==> src/design/ued_pkg.sv <==
package ued_pkg;

	// timing, in the units they are specified in, then as cycle counts
	localparam int CLK_MHZ     = 100;
	localparam int SUSPEND_US  = 3000;
	localparam int SUSPEND_CYC = SUSPEND_US * CLK_MHZ;
	localparam int RESET_NS    = 2500;
	localparam int RESET_CYC   = (RESET_NS * CLK_MHZ + 999) / 1000;

	// sizes
	localparam int NUM_EP     = 16;
	localparam int REC_BYTES  = 8;
	localparam int FIFO_DEPTH = 8;
	localparam int NUM_FLAGS  = 4;

	// byte offsets inside one endpoint record in sram
	localparam logic [2:0] REC_CTRL = 3'h0;
	localparam logic [2:0] REC_MPL  = 3'h1;
	localparam logic [2:0] REC_MPH  = 3'h2;
	localparam logic [2:0] REC_CNTL = 3'h3;
	localparam logic [2:0] REC_CNTH = 3'h4;
	localparam logic [2:0] REC_PTRL = 3'h5;
	localparam logic [2:0] REC_PTRH = 3'h6;
	localparam logic [2:0] REC_STAT = 3'h7;
	localparam logic [7:0] REC_RST  = 8'h00;

	// control byte fields (type sits in bits 1:0)
	localparam int CTRL_STALL = 2;
	localparam int CTRL_MULTI = 4;
	localparam int CTRL_ARMED = 5;

	// status byte fields written back after each accepted transaction
	localparam int STAT_DONE  = 0;
	localparam int STAT_SETUP = 1;
	localparam int STAT_BANK  = 2;
	localparam int STAT_OVF   = 3;

	// endpoint transfer types
	localparam logic [1:0] EP_CTRL = 2'h0;
	localparam logic [1:0] EP_INTR = 2'h1;
	localparam logic [1:0] EP_BULK = 2'h2;
	localparam logic [1:0] EP_ISO  = 2'h3;

	// token kinds from the link layer
	localparam logic [1:0] TOK_OUT   = 2'h0;
	localparam logic [1:0] TOK_IN    = 2'h1;
	localparam logic [1:0] TOK_SETUP = 2'h2;

	// handshake codes toward the link layer
	localparam logic [1:0] HS_ACK   = 2'h0;
	localparam logic [1:0] HS_NAK   = 2'h1;
	localparam logic [1:0] HS_STALL = 2'h2;

	// status flag positions
	localparam int FLAG_DONE   = 0;
	localparam int FLAG_SUSP   = 1;
	localparam int FLAG_RESUME = 2;
	localparam int FLAG_RESET  = 3;

	// payload limits
	localparam logic [9:0] LS_MAXPKT = 10'h008;

endpackage

==> src/design/ued_engine.sv <==
`timescale 1ns/1ps
`default_nettype none
module ued_engine
	import ued_pkg::*;
#(
	parameter int SUSP_CYC = SUSPEND_CYC
) (
	// clock and reset
	input  wire logic                 core_clk,
	input  wire logic                 rst_n,
	// static configuration
	input  wire logic [15:0]          ep_table_base,
	input  wire logic [NUM_EP-1:0]    pp_en,
	input  wire logic                 low_speed,
	input  wire logic [1:0]           clk_src_sel,
	output logic      [1:0]           bus_clk_sel,
	// tokens from the link layer
	input  wire logic                 tok_valid,
	output logic                      tok_ready,
	input  wire logic [1:0]           tok_pid,
	input  wire logic [3:0]           tok_ep,
	// received data packet
	input  wire logic                 rx_valid,
	output logic                      rx_ready,
	input  wire logic [7:0]           rx_data,
	input  wire logic                 rx_last,
	input  wire logic                 rx_zlp,
	input  wire logic                 rx_data1,
	// transmitted data packet
	output logic                      tx_valid,
	input  wire logic                 tx_ready,
	output logic      [7:0]           tx_data,
	output logic                      tx_last,
	output logic                      tx_zlp,
	output logic                      tx_data1,
	// handshake to send
	output logic                      hs_valid,
	output logic      [1:0]           hs_code,
	// sram dma master
	output logic                      mem_req,
	output logic                      mem_we,
	output logic      [15:0]          mem_addr,
	output logic      [7:0]           mem_wdata,
	input  wire logic                 mem_gnt,
	input  wire logic [7:0]           mem_rdata,
	// completion queue toward software
	output logic                      cq_valid,
	input  wire logic                 cq_ready,
	output logic      [4:0]           cq_data,
	// line state and power
	input  wire logic                 line_idle,
	input  wire logic                 line_se0,
	input  wire logic                 line_resume,
	output logic                      sleep_req,
	output logic                      wake_req,
	// flags and interrupt
	input  wire logic [NUM_FLAGS-1:0] flag_clr,
	input  wire logic [NUM_FLAGS-1:0] irq_en,
	output logic      [NUM_FLAGS-1:0] flags,
	output logic                      irq
);
	typedef enum logic [3:0] {
		S_IDLE, S_FETCH, S_DECIDE, S_TX, S_ZLP, S_RX, S_UPD, S_WB,
		S_HS, S_DONE
	} ued_state_t;

	ued_state_t  st;
	ued_state_t  next_st;
	logic [3:0]  ep;
	logic        dir_in;
	logic        setup;
	logic        slot;
	logic [7:0]  rec [REC_BYTES];
	logic [3:0]  idx;
	logic        rd_pend;
	logic [2:0]  rd_idx;
	logic [9:0]  off;
	logic [9:0]  sent;
	logic        wr_busy;
	logic [7:0]  wdata;
	logic [15:0] waddr;
	logic        got_last;
	logic        pid1;
	logic        drop;
	logic        ovf;
	logic        fin;
	logic [NUM_EP-1:0] bank;
	logic [NUM_EP-1:0] tog_in;
	logic [NUM_EP-1:0] tog_out;
	logic        bus_reset;
	logic        txf_in_ready;
	logic        cq_in_ready;

	// fields of the fetched endpoint record
	wire logic [1:0] ep_type = rec[REC_CTRL][1:0];
	wire logic       is_iso  = ep_type == EP_ISO;
	wire logic       stalled = rec[REC_CTRL][CTRL_STALL] && !setup;
	wire logic       armed   = rec[REC_CTRL][CTRL_ARMED];
	wire logic       multi   = rec[REC_CTRL][CTRL_MULTI];
	wire logic       refuse  = stalled || (!armed && !setup);
	wire logic [9:0] mp_raw  = {rec[REC_MPH][1:0], rec[REC_MPL]};
	wire logic       ls_cap  = low_speed && mp_raw > LS_MAXPKT;
	wire logic [9:0] maxpkt  = ls_cap ? LS_MAXPKT : mp_raw;
	wire logic [9:0] cnt     = {rec[REC_CNTH][1:0], rec[REC_CNTL]};
	wire logic [15:0] ptr    = {rec[REC_PTRH], rec[REC_PTRL]};
	wire logic [9:0] pkt     = (cnt < maxpkt) ? cnt : maxpkt;
	wire logic [9:0] rx_lim  = multi ? pkt : maxpkt;

	// outcome of the packet just moved; multi-packet keeps the endpoint
	// armed until the total is reached or the host sends a short packet
	wire logic [9:0] cnt_new = multi ? cnt - off : off;
	wire logic       final_pkt = !multi || cnt_new == 10'h000 ||
		off < maxpkt;
	wire logic       tog_cur = dir_in ? tog_in[ep] : tog_out[ep];
	wire logic       dup     = !dir_in && !setup && !is_iso &&
		pid1 != tog_cur;

	// dma address and request selection
	wire logic fetch_rq = st == S_FETCH && idx != 4'h8;
	wire logic wb_rq    = st == S_WB && idx != 4'h8;
	wire logic tx_rq    = st == S_TX && off != pkt && !rd_pend &&
		txf_in_ready;
	wire logic [15:0] rec_addr = ep_table_base +
		{8'h00, ep, slot, idx[2:0]};
	wire logic [15:0] dat_addr = ptr + {6'h00, off};
	wire logic rec_rq   = fetch_rq || wb_rq;
	wire logic mem_fire = mem_req && mem_gnt;
	wire logic tx_fire  = tx_valid && tx_ready;
	wire logic rx_fire  = rx_valid && rx_ready;
	wire logic txf_in_valid = rd_pend && st == S_TX;
	wire logic cq_in_valid  = st == S_DONE && fin;
	wire logic evt_done     = cq_in_valid && cq_in_ready;

	assign mem_req   = rec_rq || tx_rq || wr_busy;
	assign mem_we    = wb_rq || wr_busy;
	assign mem_addr  = rec_rq ? rec_addr : wr_busy ? waddr : dat_addr;
	assign mem_wdata = wr_busy ? wdata : rec[idx[2:0]];

	// link side strobes
	assign tok_ready = st == S_IDLE;
	assign rx_ready  = st == S_RX && !wr_busy && !got_last;
	assign tx_last   = tx_valid && sent == pkt - 10'h001;
	assign tx_zlp    = st == S_ZLP;
	assign tx_data1  = tog_in[ep];
	assign hs_valid  = st == S_HS && !is_iso;
	assign hs_code   = (!drop || dup) ? HS_ACK : stalled ? HS_STALL :
		setup ? HS_ACK : HS_NAK;

	// transaction sequencing
	always_comb begin
		next_st = st;
		unique case (st)
			S_IDLE:
				if (tok_valid)
					next_st = S_FETCH;
			S_FETCH:
				if (idx == 4'h8 && !rd_pend)
					next_st = S_DECIDE;
			S_DECIDE:
				if (!dir_in)
					next_st = S_RX;
				else if (refuse)
					next_st = S_HS;
				else if (pkt == 10'h000)
					next_st = S_ZLP;
				else
					next_st = S_TX;
			S_TX:
				if (tx_fire && tx_last)
					next_st = S_UPD;
			S_ZLP:
				next_st = S_UPD;
			S_RX:
				if (got_last && !wr_busy)
					next_st = (drop || dup) ? S_HS : S_UPD;
			S_UPD:
				next_st = S_WB;
			S_WB:
				if (idx == 4'h8)
					next_st = dir_in ? S_DONE : S_HS;
			S_HS:
				next_st = (drop || dup) ? S_IDLE : S_DONE;
			S_DONE:
				if (!fin || cq_in_ready)
					next_st = S_IDLE;
		endcase
	end

	// state register; a bus reset abandons any transaction in flight
	always_ff @(posedge core_clk or negedge rst_n) begin
		if (!rst_n)
			st <= S_IDLE;
		else
			st <= bus_reset ? S_IDLE : next_st;
	end

	// token capture and buffer slot choice
	always_ff @(posedge core_clk or negedge rst_n) begin
		if (!rst_n) begin
			ep     <= 4'h0;
			dir_in <= 1'b0;
			setup  <= 1'b0;
			slot   <= 1'b0;
		end else if (st == S_IDLE && tok_valid) begin
			ep     <= tok_ep;
			dir_in <= tok_pid == TOK_IN;
			setup  <= tok_pid == TOK_SETUP;
			slot   <= pp_en[tok_ep] ? bank[tok_ep] :
				tok_pid == TOK_IN;
		end
	end

	// record index and read pipeline; sram data arrives one cycle late
	always_ff @(posedge core_clk or negedge rst_n) begin
		if (!rst_n) begin
			idx     <= 4'h0;
			rd_pend <= 1'b0;
			rd_idx  <= 3'h0;
		end else begin
			if (st == S_IDLE || st == S_UPD)
				idx <= 4'h0;
			else if (rec_rq && mem_gnt)
				idx <= idx + 4'h1;
			rd_pend <= mem_fire && !mem_we && !bus_reset;
			rd_idx  <= idx[2:0];
		end
	end

	// endpoint record copy: filled by the fetch, updated before write-back
	always_ff @(posedge core_clk or negedge rst_n) begin
		if (!rst_n) begin
			for (int i = 0; i < REC_BYTES; i++)
				rec[i] <= REC_RST;
			fin <= 1'b0;
		end else if (st == S_FETCH && rd_pend) begin
			rec[rd_idx] <= mem_rdata;
		end else if (st == S_UPD) begin
			rec[REC_CNTL] <= cnt_new[7:0];
			rec[REC_CNTH] <= {6'h00, cnt_new[9:8]};
			rec[REC_PTRL] <= multi ? dat_addr[7:0] : ptr[7:0];
			rec[REC_PTRH] <= multi ? dat_addr[15:8] : ptr[15:8];
			rec[REC_CTRL][CTRL_ARMED] <= !final_pkt;
			rec[REC_STAT] <= {4'h0, ovf, slot, setup, final_pkt};
			fin <= final_pkt;
		end
	end

	// byte counters for the data phase
	always_ff @(posedge core_clk or negedge rst_n) begin
		if (!rst_n) begin
			off  <= 10'h000;
			sent <= 10'h000;
		end else if (st == S_DECIDE) begin
			off  <= 10'h000;
			sent <= 10'h000;
		end else begin
			if ((tx_rq && mem_gnt) || (rx_fire && !drop && off < rx_lim))
				off <= off + 10'h001;
			if (tx_fire)
				sent <= sent + 10'h001;
		end
	end

	// receive path: one byte held at a time while it is written to sram;
	// bytes past the payload limit are counted as overflow, not written
	always_ff @(posedge core_clk or negedge rst_n) begin
		if (!rst_n) begin
			wr_busy  <= 1'b0;
			wdata    <= 8'h00;
			waddr    <= 16'h0000;
			got_last <= 1'b0;
			pid1     <= 1'b0;
			drop     <= 1'b0;
			ovf      <= 1'b0;
		end else if (bus_reset || st == S_DECIDE) begin
			wr_busy  <= 1'b0;
			got_last <= 1'b0;
			drop     <= refuse || (setup && !armed);
			ovf      <= 1'b0;
		end else begin
			if (rx_fire && !drop && off < rx_lim) begin
				wr_busy <= 1'b1;
				wdata   <= rx_data;
				waddr   <= dat_addr;
			end else if (mem_gnt) begin
				wr_busy <= 1'b0;
			end
			if (rx_fire && !drop && off >= rx_lim)
				ovf <= 1'b1;
			if ((rx_fire && rx_last) || (st == S_RX && rx_zlp)) begin
				got_last <= 1'b1;
				pid1     <= rx_data1;
			end
		end
	end

	// per-address bank and data toggle state
	for (genvar g = 0; g < NUM_EP; g++) begin : g_ep
		wire logic here = ep == 4'(g) && st == S_DONE &&
			next_st == S_IDLE;
		always_ff @(posedge core_clk or negedge rst_n) begin
			if (!rst_n) begin
				bank[g]    <= 1'b0;
				tog_in[g]  <= 1'b0;
				tog_out[g] <= 1'b0;
			end else if (bus_reset) begin
				bank[g]    <= 1'b0;
				tog_in[g]  <= 1'b0;
				tog_out[g] <= 1'b0;
			end else if (here) begin
				// swap buffers so software owns the one just used
				if (pp_en[g])
					bank[g] <= ~bank[g];
				// a setup restarts both directions on data1
				if (setup) begin
					tog_in[g]  <= 1'b1;
					tog_out[g] <= 1'b1;
				end else if (dir_in) begin
					tog_in[g]  <= ~tog_in[g];
				end else begin
					tog_out[g] <= ~tog_out[g];
				end
			end
		end
	end

	// clock source choice is passed to the clock mux outside this block
	always_ff @(posedge core_clk or negedge rst_n) begin
		if (!rst_n)
			bus_clk_sel <= 2'h0;
		else
			bus_clk_sel <= clk_src_sel;
	end

	// transmit data buffer between the dma reads and the link
	ued_fifo #(
		.W(8),
		.D(FIFO_DEPTH)
	) u_txf (
		.core_clk  (core_clk),
		.rst_n     (rst_n),
		.in_valid  (txf_in_valid),
		.in_ready  (txf_in_ready),
		.in_data   (mem_rdata),
		.out_valid (tx_valid),
		.out_ready (tx_ready),
		.out_data  (tx_data)
	);

	// completion queue; a full queue stalls the engine in its last state
	ued_fifo #(
		.W(5),
		.D(FIFO_DEPTH)
	) u_cq (
		.core_clk  (core_clk),
		.rst_n     (rst_n),
		.in_valid  (cq_in_valid),
		.in_ready  (cq_in_ready),
		.in_data   ({dir_in, ep}),
		.out_valid (cq_valid),
		.out_ready (cq_ready),
		.out_data  (cq_data)
	);

	// suspend, resume, bus reset and status flags
	ued_power #(
		.SUSP_CYC(SUSP_CYC)
	) u_pwr (
		.core_clk    (core_clk),
		.rst_n       (rst_n),
		.line_idle   (line_idle),
		.line_se0    (line_se0),
		.line_resume (line_resume),
		.evt_done    (evt_done),
		.flag_clr    (flag_clr),
		.irq_en      (irq_en),
		.flags       (flags),
		.irq         (irq),
		.sleep_req   (sleep_req),
		.wake_req    (wake_req),
		.bus_reset   (bus_reset)
	);
endmodule
`default_nettype wire

==> src/design/ued_fifo.sv <==
`timescale 1ns/1ps
`default_nettype none
module ued_fifo #(
	parameter int W = 8,
	parameter int D = 8
) (
	// clock and reset
	input  wire logic         core_clk,
	input  wire logic         rst_n,
	// fill side
	input  wire logic         in_valid,
	output logic              in_ready,
	input  wire logic [W-1:0] in_data,
	// drain side
	output logic              out_valid,
	input  wire logic         out_ready,
	output logic      [W-1:0] out_data
);
	localparam int AW = $clog2(D);

	logic [W-1:0]  mem [D];
	logic [AW-1:0] wr_ptr;
	logic [AW-1:0] rd_ptr;
	logic [AW:0]   fill;

	// depth must be a power of two so the pointers wrap by themselves
	wire logic push = in_valid && in_ready;
	wire logic pop  = out_valid && out_ready;
	assign in_ready  = fill != (AW+1)'(D);
	assign out_valid = fill != '0;
	assign out_data  = mem[rd_ptr];

	// storage
	always_ff @(posedge core_clk) begin
		if (push)
			mem[wr_ptr] <= in_data;
	end

	// pointers and fill level
	always_ff @(posedge core_clk or negedge rst_n) begin
		if (!rst_n) begin
			wr_ptr <= '0;
			rd_ptr <= '0;
			fill   <= '0;
		end else begin
			wr_ptr <= push ? wr_ptr + 1'b1 : wr_ptr;
			rd_ptr <= pop ? rd_ptr + 1'b1 : rd_ptr;
			fill   <= fill + (AW+1)'(push) - (AW+1)'(pop);
		end
	end
endmodule
`default_nettype wire

==> src/design/ued_power.sv <==
`timescale 1ns/1ps
`default_nettype none
module ued_power
	import ued_pkg::*;
#(
	parameter int SUSP_CYC = SUSPEND_CYC
) (
	// clock and reset
	input  wire logic                 core_clk,
	input  wire logic                 rst_n,
	// line state from the transceiver
	input  wire logic                 line_idle,
	input  wire logic                 line_se0,
	input  wire logic                 line_resume,
	// engine event
	input  wire logic                 evt_done,
	// flag service
	input  wire logic [NUM_FLAGS-1:0] flag_clr,
	input  wire logic [NUM_FLAGS-1:0] irq_en,
	output logic      [NUM_FLAGS-1:0] flags,
	output logic                      irq,
	// power and reset outputs
	output logic                      sleep_req,
	output logic                      wake_req,
	output logic                      bus_reset
);
	localparam int IW = $clog2(SUSP_CYC + 1);
	localparam int RW = $clog2(RESET_CYC + 1);

	logic [IW-1:0] idle_cnt;
	logic [RW-1:0] se0_cnt;
	logic          rst_seen;

	// event detection; each long condition fires once per occurrence
	wire logic susp_hit   = line_idle && !sleep_req &&
		idle_cnt == IW'(SUSP_CYC - 1);
	wire logic rst_hit    = line_se0 && !rst_seen &&
		se0_cnt == RW'(RESET_CYC - 1);
	wire logic resume_hit = sleep_req && line_resume;
	wire logic [NUM_FLAGS-1:0] evt = {rst_hit, resume_hit, susp_hit,
		evt_done};

	assign irq = |(flags & irq_en);

	// idle and se0 duration counters
	always_ff @(posedge core_clk or negedge rst_n) begin
		if (!rst_n) begin
			idle_cnt <= '0;
			se0_cnt  <= '0;
			rst_seen <= 1'b0;
		end else begin
			idle_cnt <= (!line_idle || sleep_req) ? '0 :
				susp_hit ? idle_cnt : idle_cnt + 1'b1;
			se0_cnt  <= (!line_se0 || rst_seen) ? '0 : se0_cnt + 1'b1;
			rst_seen <= line_se0 && (rst_seen || rst_hit);
		end
	end

	// suspend holds sleep until the line leaves idle; wake follows each resume cycle one cycle later
	always_ff @(posedge core_clk or negedge rst_n) begin
		if (!rst_n) begin
			sleep_req <= 1'b0;
			wake_req  <= 1'b0;
			bus_reset <= 1'b0;
		end else begin
			sleep_req <= susp_hit || (sleep_req && line_idle);
			wake_req  <= resume_hit;
			bus_reset <= rst_hit;
		end
	end

	// sticky flags, a new event beats a clear in the same cycle
	for (genvar g = 0; g < NUM_FLAGS; g++) begin : g_flag
		always_ff @(posedge core_clk or negedge rst_n) begin
			if (!rst_n)
				flags[g] <= 1'b0;
			else
				flags[g] <= evt[g] || (flags[g] && !flag_clr[g]);
		end
	end
endmodule
`default_nettype wire

==> config.mk <==
export PLATFORM = sky130hd
export DESIGN_NAME = ued_engine
export DESIGN_NICKNAME = d
export VERILOG_FILES = /design/src/design/ued_pkg.sv /design/src/design/ued_engine.sv /design/src/design/ued_fifo.sv /design/src/design/ued_power.sv
export SDC_FILE = /design/constraint.sdc
export NUM_CORES = 1
export LEC_CHECK = 0
export BUFFER_PORTS_ARGS = -buffer_cell sky130_fd_sc_hd__clkbuf_2
export CAP_MARGIN = 20
export CORE_AREA = 5 5 161 240
export CTS_CLUSTER_DIAMETER = 150
export DETAILED_ROUTE_END_ITERATION = 6
export DIE_AREA = 0 0 166 245
export PLACE_DENSITY = 0.73
export RECOVER_POWER = 25
export SYNTH_ARGS = -nofsm -noshare
export SYNTH_HDL_FRONTEND = slang
export SYNTH_SLANG_ARGS = --single-unit
==> constraint.sdc <==
create_clock -name core_clk -period 11.6 [get_ports core_clk]
set_input_delay 2.32 -clock core_clk [delete_from_list [all_inputs] [get_ports core_clk]]
set_output_delay 2.32 -clock core_clk [all_outputs]
set_load 0.005 [all_outputs]
==> run_summary.xml, run 1 <==
<?xml version="1.0" encoding="UTF-8"?>
<metrics>
  <group name="pwr">
    <metric name="irDropWorstVdd" unit="V">0.000145</metric>
    <metric name="pwr_density_cell" unit="mW/mm^2">248</metric>
    <metric name="leakage" unit="nW">9.21</metric>
  </group>
  <group name="floorplanning">
    <metric name="die_width" unit="um">166</metric>
    <metric name="ios" unit="">136</metric>
    <metric name="floorplan.die_area" unit="mm^2">0.0407</metric>
    <metric name="start_util" unit="%">54.0</metric>
    <metric name="placement_rows" unit="">86</metric>
    <metric name="die_y_extent" unit="um">245</metric>
    <metric name="core_region_area" unit="mm^2">0.0365</metric>
  </group>
  <group name="final_layout">
    <metric name="multi_input_logic_area" unit="mm^2">0.00998</metric>
    <metric name="layout-drive-gt1-share" unit="%">17.0</metric>
    <metric name="areaGrowthSynthToFinish" unit="%">11.6</metric>
    <metric name="layoutNonFillerInstCount" unit="">2525</metric>
    <metric name="antennaDiodeCount" unit="">0</metric>
    <metric name="stdcell_area" unit="mm^2">0.0220</metric>
    <metric name="fill_cells" unit="">2998</metric>
    <metric name="layout.area.seq" unit="mm^2">0.00908</metric>
    <metric name="final_core_util" unit="%">60.3</metric>
    <metric name="nNetsFinal" unit="">2178</metric>
  </group>
  <group name="global_route">
    <metric name="pin_count_of_the_biggest_net_entering_global_routing" unit="">118</metric>
    <metric name="grt_pass1_vias" unit="">16000</metric>
    <metric name="grt.overflow.total" unit="">0</metric>
    <metric name="initial_antenna_violation_count" unit="">0</metric>
    <metric name="grt.total_usage" unit="%">26.8</metric>
    <metric name="grt_first_pass_wirelength" unit="um">87500</metric>
  </group>
  <group name="route">
    <metric name="vias" unit="">15500</metric>
    <metric name="detail_route.first_pass.iterations" unit="">5</metric>
    <metric name="routed_via_density" unit="">6.15</metric>
    <metric name="ant_nets" unit="">0</metric>
    <metric name="drc_errors" unit="">0</metric>
    <metric name="drt_iter0_markers" unit="">1147</metric>
    <metric name="wl_per_cell" unit="um">21.6</metric>
    <metric name="drt_wl_total" unit="um">54500</metric>
  </group>
  <group name="cts">
    <metric name="tritoncts" unit="">done</metric>
    <metric name="cts_root_buffer" unit="">clkbuf_16</metric>
    <metric name="clock_path_buffers" unit="">3</metric>
    <metric name="postCtsSetupBuffers" unit="">0</metric>
    <metric name="clock_sinks" unit="">342</metric>
    <metric name="cts_hold_buf" unit="">0</metric>
    <metric name="cts-buffers-inserted" unit="">35</metric>
    <metric name="clock_tree.htree_level_count" unit="">2</metric>
    <metric name="worst_setup_hold_path_clk_slew" unit="ps">60</metric>
    <metric name="worstSkewPairLatency" unit="ps">540</metric>
    <metric name="post_cts_resized" unit="">0</metric>
  </group>
  <group name="place">
    <metric name="buffers_added_on_ports" unit="">135</metric>
    <metric name="place_area" unit="mm^2">0.0208</metric>
    <metric name="detailed_place_hpwl" unit="um">40600</metric>
    <metric name="placedCellCount" unit="">2461</metric>
    <metric name="pre_cts_ws" unit="ps">2580</metric>
    <metric name="routabilityCongestion" unit="">0.961</metric>
  </group>
  <group name="setup_path">
    <metric name="start_kind" unit="">input pin</metric>
    <metric name="crit_required" unit="ps">9280</metric>
    <metric name="critical_path.max_fanout" unit="">27</metric>
    <metric name="crit_path_end_kind" unit="">output pin</metric>
    <metric name="crit_arrival" unit="ps">6830</metric>
    <metric name="timing_worst_setup_path_type" unit="">in2out</metric>
  </group>
  <group name="synth">
    <metric name="post-synth-top-area-cell" unit="">dfrtp_1</metric>
    <metric name="synth.top_cell.area_share" unit="%">30.2</metric>
    <metric name="leading_cell_types_by_total_area_after_synthesis" unit="">dfrtp_1 30%, edfxtp_1 16%, mux4_2 7.1%</metric>
    <metric name="syn_avg_cell_area" unit="um^2">10.3</metric>
    <metric name="postSynthRegisterBits" unit="">342</metric>
    <metric name="synth_edf_count" unit="">104</metric>
    <metric name="yosysSeqAreaShare" unit="%">46.1</metric>
    <metric name="most_instantiated_library_cell_after_synthesis" unit="">dfrtp_1</metric>
    <metric name="synth.distinct_cells" unit="">79</metric>
    <metric name="synth-async-reset-ratio" unit="%">69.6</metric>
    <metric name="netlist_area" unit="mm^2">0.0197</metric>
    <metric name="synth_ff_type" unit="">dfrtp_1</metric>
    <metric name="synth_warnings" unit="">0</metric>
    <metric name="synthCells" unit="">1907</metric>
    <metric name="synth.top_cells.by_count" unit="">238 x dfrtp_1, 189 x nor2_1, 178 x nand2_1</metric>
    <metric name="synth.net_count" unit="">2069</metric>
  </group>
  <group name="sta">
    <metric name="max_slew_margin" unit="%">-335</metric>
    <metric name="clock_skew" unit="ps">22.1</metric>
    <metric name="timing.setup.tns" unit="ps">0</metric>
    <metric name="setup_slack" unit="ps">2450</metric>
    <metric name="drv_slew" unit="">220</metric>
    <metric name="final-hold-violation-count" unit="">0</metric>
    <metric name="setup-violations-final" unit="">0</metric>
    <metric name="fin_crit" unit="ps">9150</metric>
    <metric name="fmaxAchievable" unit="MHz">109</metric>
    <metric name="worstMarginPinSlew" unit="ps">6530</metric>
    <metric name="finalCritPeriodShare" unit="%">78.8</metric>
    <metric name="rsz0062_at_grt" unit="">no</metric>
  </group>
  <group name="run">
    <metric name="drv.max_cap_violation_count" unit="">4</metric>
  </group>
  <group name="outcome">
    <metric name="violated_checks" unit="">max-capacitance violations, max-slew violations</metric>
    <metric name="outcome" unit="">finished, violations left</metric>
  </group>
  <group name="hold_path">
    <metric name="hold_path_class" unit="">reg2reg</metric>
  </group>
</metrics>
-- placed cells by master, fill, tap and decap left out, drive strengths merged, types with 36 or more instances in the layout --
master,instances
xor2,63
edfxtp,104
o21ai,128
nor2,190
nor3,53
a21oi,100
nand2b,36
mux2,60
clkbuf,183
ha,79
dfrtp,238
xnor2,45
nand2,178
mux4,62
nand3,77
inv,84
-- through the flow --
| stage | power [mW] | hold slack (ps) |
|---|---|---|
| global route | 5.84 | 503 |
| global placement | 4.24 | 458 |
| detailed placement | 4.32 | 467 |
| finish | 5.47 | 483 |
| CTS | 5.48 | 482 |
| floorplan | 3.48 | 399 |
-- worst paths after layout --
check | start | end | slack, ps | cells after the start
setup / recovery | low_speed | tx_last | 2450 | 18
hold / removal | rec[2] | rec[2] | 480 | 2
setup reg to reg | mp_raw[9] | off[5] | 5280 | 21
hold reg to reg | rec[2] | rec[2] | 480 | 2
max in group asynchronous | rst_n | u_pwr.bus_reset | 3230 | 1
min in group asynchronous | rst_n | u_pwr.idle_cnt[7] | 4240 | 1
-- cell type report --
| cell class | instances | area share, % |
|---|---|---|
| repair buffers | 162 | 3.92 |
| clock buffers | 43 | 4.44 |
| flip-flops and latches | 342 | 41.3 |
| inverters | 83 | 1.42 |
| well taps | 484 | 2.75 |
| clock inverters | 19 | 0.830 |
| multi-input cells | 1392 | 45.4 |
-- layer usage --
layer | share of wire [%] | track usage (%)
met5 | 0 | 0
met4 | 6.4 | 15.0
met3 | 5.2 | 3.61
met2 | 52 | 48.2
met1 | 36 | 30.7
-- cell families after synthesis --
logic type,synth area share (%)
compound gates,12.4
simple gates,16.1
buf+inv,3.34
flops,46.1
xor+xnor,4.80
fa+ha+maj,5.52
mux,11.8
-- sequential cells by signal (all words and copies together) (netlist names), 4 cells and up --
name,flops
u_txf.fill,4
st,4
rec,24
wdata,8
mp_raw,10
bank,16
u_pwr.idle_cnt,19
sent,10
u_cq.mem,40
idx,4
tog_in,16
u_txf.mem,64
off,10
cnt,10
u_cq.fill,4
u_pwr.se0_cnt,8
ptr,16
ep,4
tog_out,16
u_pwr.flags,4
waddr,16
-- where the power goes --
group	switching (mW)	internal [mW]
sequential	0.359	1.48
clock	0.491	0.651
combinational	1.41	1.08
total	2.25	3.21
-- critical path: stages --
cell and delay (ps):
clkbuf_2 210, o21ai_0 240, nand2_1 240, ha_1 300, or4_4 560, o211a_2 190
nor2_2 80, buf_4 290, nor2_1 70, a21oi_1 160, ha_1 230, inv_1 70
a2111oi_0 770, o21ai_0 310, o21ai_0 230, a32o_1 200, and4_1 220, clkbuf_2 120
(Power assumes the default switching activity.)
==> run 2, diff against run 1 <==
--- a/config.mk
+++ b/config.mk
@@ -11,7 +11,7 @@
 export CTS_CLUSTER_DIAMETER = 150
 export DETAILED_ROUTE_END_ITERATION = 6
 export DIE_AREA = 0 0 166 245
-export PLACE_DENSITY = 0.73
+export PLACE_DENSITY = 0.76
 export RECOVER_POWER = 25
 export SYNTH_ARGS = -nofsm -noshare
 export SYNTH_HDL_FRONTEND = slang
==> constraint.sdc (replaced) <==
create_clock -name core_clk -period 7.5 [get_ports core_clk]
set_input_delay 1.5 -clock core_clk [delete_from_list [all_inputs] [get_ports core_clk]]
set_output_delay 1.5 -clock core_clk [all_outputs]
set_load 0.005 [all_outputs]
==> run 2 against run 1 <==
Effect of this change: setup slack got worse by 1900 ps; the flow still finishes with violations (max-capacitance violations, max-slew violations); via count rose by 1.1%; largest cell class unchanged; highest routed layer unchanged; flip-flop and latch count did not move; clock power rose by 57%; non-clock buffer count is 5 higher.
==> run_summary.xml, run 2 (same netlist as run 1, synthesis figures left out) <==
<?xml version="1.0" encoding="UTF-8"?>
<metrics>
  <group name="outcome">
    <metric name="outcome" unit="">finished, violations left</metric>
    <metric name="violated_checks" unit="">max-capacitance violations, max-slew violations</metric>
  </group>
  <group name="cts">
    <metric name="tritoncts" unit="">done</metric>
    <metric name="postCtsSetupBuffers" unit="">0</metric>
    <metric name="clock_path_buffers" unit="">3</metric>
    <metric name="clock_tree.htree_level_count" unit="">2</metric>
    <metric name="cts-buffers-inserted" unit="">35</metric>
    <metric name="worst_setup_hold_path_clk_slew" unit="ps">60</metric>
    <metric name="cts_root_buffer" unit="">clkbuf_16</metric>
    <metric name="clock_sinks" unit="">342</metric>
    <metric name="worstSkewPairLatency" unit="ps">520</metric>
  </group>
  <group name="final_layout">
    <metric name="antennaDiodeCount" unit="">0</metric>
    <metric name="leading_cell_types_in_the_layout_fill_and_taps_excluded" unit="">237 x dfrtp_1, 189 x nor2_1, 178 x nand2_1</metric>
    <metric name="largest_reg_flops" unit="">64</metric>
    <metric name="layout-drive-gt1-share" unit="%">17.2</metric>
    <metric name="areaGrowthSynthToFinish" unit="%">12.0</metric>
    <metric name="top_register" unit="">u_txf.mem</metric>
    <metric name="nNetsFinal" unit="">2183</metric>
    <metric name="final_core_util" unit="%">60.5</metric>
    <metric name="layout.cells.most_common" unit="">dfrtp_1</metric>
    <metric name="largest_registers" unit="">u_txf.mem: 64 flops, u_cq.mem: 40 flops, rec: 24 flops</metric>
  </group>
  <group name="route">
    <metric name="routed_via_density" unit="">6.20</metric>
    <metric name="drt_iter0_markers" unit="">1261</metric>
    <metric name="drt_wl_total" unit="um">54500</metric>
    <metric name="vias" unit="">15700</metric>
    <metric name="drc_errors" unit="">0</metric>
    <metric name="detail_route.first_pass.iterations" unit="">7</metric>
    <metric name="wl_per_cell" unit="um">21.6</metric>
    <metric name="ant_nets" unit="">0</metric>
  </group>
  <group name="pwr">
    <metric name="leakage" unit="nW">9.25</metric>
    <metric name="report.power.total" unit="mW">8.51</metric>
    <metric name="irDropWorstVdd" unit="V">0.000194</metric>
    <metric name="pwr_density_cell" unit="mW/mm^2">386</metric>
    <metric name="power_frac_comb" unit="%">44.9</metric>
    <metric name="power.switching" unit="mW">3.47</metric>
    <metric name="internal_power" unit="mW">5.05</metric>
    <metric name="clock_power_share" unit="%">21.1</metric>
    <metric name="seqPwrFrac" unit="%">34.1</metric>
    <metric name="switching_share" unit="%">40.7</metric>
  </group>
  <group name="run">
    <metric name="drv.max_cap_violation_count" unit="">2</metric>
  </group>
  <group name="setup_path">
    <metric name="start_kind" unit="">flop</metric>
    <metric name="critPathTopFamily" unit="">simple AND/OR/NAND/NOR gates</metric>
    <metric name="slowest_stage" unit="">or4_1</metric>
    <metric name="crit_arrival" unit="ps">5460</metric>
    <metric name="critPathMaxStageDelay" unit="ps">530</metric>
    <metric name="path_cells" unit="">or4_1, buf_4, o21ai_0, and2_1, inv_1, ha_1, nand4_1, nor2_1, o211a_2, nor2_4, buf_4, a21oi_1, o221ai_1, or4_1, o41ai_1, buf_4, nand3_1, clkbuf_2</metric>
    <metric name="crit_path_end_kind" unit="">output pin</metric>
    <metric name="critPathMostFrequentCell" unit="">buf_4</metric>
    <metric name="critical_path.max_fanout" unit="">11</metric>
    <metric name="crit_required" unit="ps">6000</metric>
    <metric name="cp_num_buf_inv" unit="">5</metric>
    <metric name="timing.critical_path.depth" unit="">18</metric>
    <metric name="worstRegToRegCells" unit="">24</metric>
    <metric name="timing_worst_setup_path_type" unit="">reg2out</metric>
  </group>
  <group name="floorplanning">
    <metric name="start_util" unit="%">54.0</metric>
    <metric name="die_y_extent" unit="um">245</metric>
    <metric name="die_width" unit="um">166</metric>
    <metric name="ios" unit="">136</metric>
    <metric name="floorplan.die_area" unit="mm^2">0.0407</metric>
    <metric name="core_region_area" unit="mm^2">0.0365</metric>
    <metric name="placement_rows" unit="">86</metric>
  </group>
  <group name="place">
    <metric name="pre_cts_ws" unit="ps">667</metric>
    <metric name="buffers_added_on_ports" unit="">135</metric>
    <metric name="detailed_place_hpwl" unit="um">40200</metric>
    <metric name="routabilityCongestion" unit="">0.967</metric>
  </group>
  <group name="sta">
    <metric name="fmaxAchievable" unit="MHz">144</metric>
    <metric name="setup_slack" unit="ps">537</metric>
    <metric name="timing.setup.tns" unit="ps">0</metric>
    <metric name="finalCritPeriodShare" unit="%">92.8</metric>
    <metric name="clock_skew" unit="ps">12.8</metric>
    <metric name="worstMarginPinSlew" unit="ps">4890</metric>
    <metric name="final-hold-violation-count" unit="">0</metric>
    <metric name="setup-violations-final" unit="">0</metric>
    <metric name="fin_hold_ws" unit="ps">486</metric>
    <metric name="drv_slew" unit="">151</metric>
    <metric name="max_slew_margin" unit="%">-226</metric>
    <metric name="fin_crit" unit="ps">6960</metric>
    <metric name="rsz0062_at_grt" unit="">no</metric>
  </group>
  <group name="hold_path">
    <metric name="min_delay_path_depth" unit="">2</metric>
    <metric name="hold_path_class" unit="">reg2reg</metric>
  </group>
  <group name="global_route">
    <metric name="pin_count_of_the_biggest_net_entering_global_routing" unit="">93</metric>
    <metric name="grt_pass1_vias" unit="">16200</metric>
    <metric name="grt_first_pass_wirelength" unit="um">87500</metric>
    <metric name="grt.total_usage" unit="%">26.7</metric>
    <metric name="initial_antenna_violation_count" unit="">0</metric>
    <metric name="grt.overflow.total" unit="">0</metric>
  </group>
</metrics>
## run 2: changes by cell type in the layout (fill, tap and decap cells not counted), sizes merged
cell	previous run	this run
buf	22	27
bufinv	2	5
clkbuf	183	187
clkinv	13	8
inv	84	82
## run 2: path summary, 6_finish.rpt
| path | start | to | slack (ps) |
|---|---|---|---|
| hold reg to reg | waddr[10] | waddr[10] | 490 |
| min in group asynchronous | rst_n | bus_clk_sel[1] | 2750 |
| setup reg to reg | mp_raw[9] | off[5] | 1410 |
| setup / recovery | mp_raw[9] | mem_req | 540 |
| hold / removal | waddr[10] | waddr[10] | 490 |
| max in group asynchronous | rst_n | u_pwr.bus_reset | 1640 |
## run 2: power groups by stage
stage | Sequential (mW) | Clock, mW | Combinational (mW)
final | 2.90 | 1.79 | 3.82
after CTS | 2.90 | 1.82 | 3.77
after global routing | 2.94 | 1.91 | 4.21
after detailed placement | 2.93 | 0 | 3.74
after global placement | 2.91 | 0 | 3.63
after floorplan | 2.57 | 0 | 2.82
## run 2: per-stage QoR
| step | cells | cell area [um^2] |
|---|---|---|
| floorplan | 1907 | 19700 |
| global placement | 2464 | 20900 |
| detailed placement | 2465 | 20900 |
| CTS | 2527 | 22000 |
| global route | 2530 | 22100 |
| finish | 2530 | 22100 |
## run 2: area by class of cell
class                   instances  area [um^2]
fillers                      2951        14400
multi-input cells            1392         9980
flip-flops and latches        342         9080
clock buffers                  47          951
repair buffers                167          928
well taps                     484          606
inverters                      83          312
clock inverters                15          213
## run 2: what timing repair did
| item | 4_1_cts | 5_1_grt |
|---|---|---|
| hold buffers | 0 | 0 |
| endpoints found under the setup margin | 0 | 1 |
| hold endpoints to repair | 0 | 0 |
| resized for setup | 0 | 1 |
## run 2: layer usage
metal | GRT usage [%] | up-vias | part of all wire [%]
li1 | - | 7171 | -
met4 | 14.3 | 0 | 6.2
met5 | 0 | - | 0
met2 | 48.7 | 630 | 53
met3 | 3.80 | 211 | 5.5
met1 | 30.2 | 7683 | 36
## run 2: worst min-delay path, cell delays in order (launching register included)
cell and delay, ps:
dfrtp_1 340, nand2_1 40, o21ai_0 60
==> run 3, diff against run 2 <==
--- a/config.mk
+++ b/config.mk
@@ -11,7 +11,7 @@
 export CTS_CLUSTER_DIAMETER = 150
 export DETAILED_ROUTE_END_ITERATION = 6
 export DIE_AREA = 0 0 166 245
-export PLACE_DENSITY = 0.76
+export PLACE_DENSITY = 0.77
 export RECOVER_POWER = 25
 export SYNTH_ARGS = -nofsm -noshare
 export SYNTH_HDL_FRONTEND = slang
==> run 3 against run 2 <==
Effect of this change: the run still ends with max-capacitance violations, max-slew violations left; total power rose by 0.31%; clock power is essentially flat; die area stayed put; combinational power up 1%; setup slack lost 110 ps; critical path type unchanged; cell count fell by 0.12%; maximum frequency decreased by 1.6%; wire length increased by 2.2%; sequential power about the same; via count shrank 0.25%.
==> run_summary.xml, run 3 (same netlist as run 1, synthesis figures left out) <==
<?xml version="1.0" encoding="UTF-8"?>
<metrics>
  <group name="cts">
    <metric name="worst_setup_hold_path_clk_slew" unit="ps">70</metric>
    <metric name="clock_path_buffers" unit="">3</metric>
    <metric name="postCtsSetupBuffers" unit="">0</metric>
    <metric name="clock_sinks" unit="">342</metric>
    <metric name="cts_hold_buf" unit="">0</metric>
    <metric name="cts-buffers-inserted" unit="">34</metric>
    <metric name="cts_root_buffer" unit="">clkbuf_16</metric>
    <metric name="tritoncts" unit="">done</metric>
    <metric name="post_cts_resized" unit="">0</metric>
    <metric name="clock_tree.htree_level_count" unit="">2</metric>
    <metric name="worstSkewPairLatency" unit="ps">540</metric>
  </group>
  <group name="sta">
    <metric name="finalCritPeriodShare" unit="%">94.3</metric>
    <metric name="setup-violations-final" unit="">0</metric>
    <metric name="timing.setup.tns" unit="ps">0</metric>
    <metric name="worstMarginPinSlew" unit="ps">5400</metric>
    <metric name="max_slew_margin" unit="%">-260</metric>
    <metric name="fin_hold_ws" unit="ps">490</metric>
    <metric name="fmaxAchievable" unit="MHz">141</metric>
    <metric name="clock_skew" unit="ps">20.5</metric>
    <metric name="drv_slew" unit="">157</metric>
    <metric name="rsz0062_at_grt" unit="">no</metric>
    <metric name="setup_slack" unit="ps">427</metric>
    <metric name="fin_crit" unit="ps">7070</metric>
    <metric name="final-hold-violation-count" unit="">0</metric>
  </group>
  <group name="route">
    <metric name="drt_iter0_markers" unit="">1278</metric>
    <metric name="routed_via_density" unit="">6.20</metric>
    <metric name="detail_route.first_pass.iterations" unit="">5</metric>
    <metric name="ant_nets" unit="">0</metric>
    <metric name="drc_errors" unit="">0</metric>
    <metric name="wl_per_cell" unit="um">22.1</metric>
    <metric name="vias" unit="">15700</metric>
    <metric name="drt_wl_total" unit="um">55700</metric>
  </group>
  <group name="pwr">
    <metric name="leakage" unit="nW">9.24</metric>
    <metric name="seqPwrFrac" unit="%">33.8</metric>
    <metric name="switching_share" unit="%">41.5</metric>
    <metric name="power.switching" unit="mW">3.55</metric>
    <metric name="pwr_density_cell" unit="mW/mm^2">387</metric>
    <metric name="internal_power" unit="mW">4.99</metric>
    <metric name="power_frac_comb" unit="%">45.2</metric>
    <metric name="report.power.total" unit="mW">8.54</metric>
    <metric name="irDropWorstVdd" unit="V">0.000209</metric>
    <metric name="clock_power_share" unit="%">21.0</metric>
  </group>
  <group name="global_route">
    <metric name="initial_antenna_violation_count" unit="">0</metric>
    <metric name="grt_pass1_vias" unit="">16000</metric>
    <metric name="grt_first_pass_wirelength" unit="um">87800</metric>
    <metric name="grt.total_usage" unit="%">27.1</metric>
    <metric name="pin_count_of_the_biggest_net_entering_global_routing" unit="">142</metric>
    <metric name="grt.overflow.total" unit="">0</metric>
  </group>
  <group name="final_layout">
    <metric name="top_register" unit="">u_txf.mem</metric>
    <metric name="stdcell_area" unit="mm^2">0.0220</metric>
    <metric name="nNetsFinal" unit="">2179</metric>
    <metric name="leading_cell_types_in_the_layout_fill_and_taps_excluded" unit="">237 x dfrtp_1, 189 x nor2_1, 178 x nand2_1</metric>
    <metric name="largest_registers" unit="">u_txf.mem: 64 flops, u_cq.mem: 40 flops, rec: 24 flops</metric>
    <metric name="areaGrowthSynthToFinish" unit="%">11.9</metric>
    <metric name="layout.cells.most_common" unit="">dfrtp_1</metric>
    <metric name="layout-drive-gt1-share" unit="%">17.2</metric>
    <metric name="antennaDiodeCount" unit="">0</metric>
    <metric name="largest_reg_flops" unit="">64</metric>
  </group>
  <group name="floorplanning">
    <metric name="die_y_extent" unit="um">245</metric>
    <metric name="start_util" unit="%">54.0</metric>
    <metric name="ios" unit="">136</metric>
    <metric name="placement_rows" unit="">86</metric>
    <metric name="die_width" unit="um">166</metric>
    <metric name="core_region_area" unit="mm^2">0.0365</metric>
    <metric name="floorplan.die_area" unit="mm^2">0.0407</metric>
  </group>
  <group name="setup_path">
    <metric name="start_kind" unit="">flop</metric>
    <metric name="crit_path_end_kind" unit="">output pin</metric>
    <metric name="crit_required" unit="ps">6000</metric>
    <metric name="critical_path.max_fanout" unit="">10</metric>
    <metric name="setup.reg_to_reg.worst_slack" unit="ps">1120</metric>
    <metric name="r2r-end" unit="">wdata[5]</metric>
    <metric name="worstRegToRegCells" unit="">22</metric>
    <metric name="timing_worst_setup_path_type" unit="">reg2out</metric>
    <metric name="regToRegStartpoint" unit="">mp_raw[9]</metric>
    <metric name="crit_arrival" unit="ps">5570</metric>
  </group>
  <group name="outcome">
    <metric name="violated_checks" unit="">max-capacitance violations, max-slew violations</metric>
    <metric name="outcome" unit="">finished, violations left</metric>
  </group>
  <group name="run">
    <metric name="drv.max_cap_violation_count" unit="">2</metric>
  </group>
  <group name="place">
    <metric name="buffers_added_on_ports" unit="">135</metric>
    <metric name="routabilityCongestion" unit="">0.956</metric>
    <metric name="detailed_place_hpwl" unit="um">40700</metric>
    <metric name="place_area" unit="mm^2">0.0209</metric>
    <metric name="pre_cts_ws" unit="ps">366</metric>
  </group>
  <group name="hold_path">
    <metric name="whs_endpoint" unit="">waddr[10]</metric>
    <metric name="hold_path_class" unit="">reg2reg</metric>
    <metric name="min_delay_path_depth" unit="">2</metric>
    <metric name="worst_hold_path_startpoint" unit="">waddr[10]</metric>
  </group>
</metrics>
[run 3: cell types whose count changed in the layout (fill, tap and decap cells not counted), moves of 2 or more]
cell and change:
bufinv_16 -3, inv_6 +5, clkinvlp_4 -2, buf_4 -3, clkinv_4 +2, clkbuf_2 -2
clkbuf_16 +2, clkbuf_1 -3
[run 3: metrics by stage]
stage / util (%) / cells
final: 60.4 / 2527
after global routing: 60.4 / 2527
after CTS: 60.4 / 2524
after detailed placement: 57.2 / 2462
after global placement: 57.2 / 2462
after floorplan: - / 1907
[run 3: area by class of cell]
class,instances,area [um^2]
Clock buffer,44,982
Clock inverter,18,189
Fill cell,2956,14400
Inverter,83,312
Multi-Input combinational cell,1392,9980
Sequential cell,342,9080
Tap cell,484,606
Timing Repair Buffer,164,896
[run 3: power groups by stage]
stage	Sequential (mW)	Clock, mW	Combinational, mW
3_5_place_dp	2.92	0	3.78
3_3_place_gp	2.90	0	3.68
2_1_floorplan	2.57	0	2.82
4_1_cts	2.89	1.83	3.81
6_report	2.88	1.79	3.86
5_1_grt	2.93	1.90	4.27
[run 3: how the worst max path moves through the flow]
stage	from	to	slack (ps)	depth (start not counted)
after global routing	mp_raw[9]	tx_last	10	18
after detailed placement	low_speed	tx_last	370	17
after CTS	mp_raw[9]	tx_last	210	18
final	mp_raw[9]	mem_req	430	16
after global placement	low_speed	tx_last	500	17
after floorplan	low_speed	tx_last	580	20
[run 3: layer usage]
metal	routed length (um)	share of wire [%]	up-vias	global-route usage [%]
met4	3520	6.3	0	14.5
met5	0	0	-	0
met2	29200	52	629	49.7
li1	-	-	7154	-
met1	20100	36	7688	30.6
met3	2930	5.3	185	3.74
[run 3: critical path, stage by stage (launching register included)]
cell,delay (ps)
dfrtp_1,420
or4_1,520
buf_4,190
o21ai_0,400
nand2_1,260
ha_1,310
or4_4,560
o211a_2,180
nor2_2,300
buf_4,250
a21oi_2,90
xnor2_1,140
or4_1,540
o41ai_1,300
buf_4,190
nand3_1,180
clkbuf_2,200
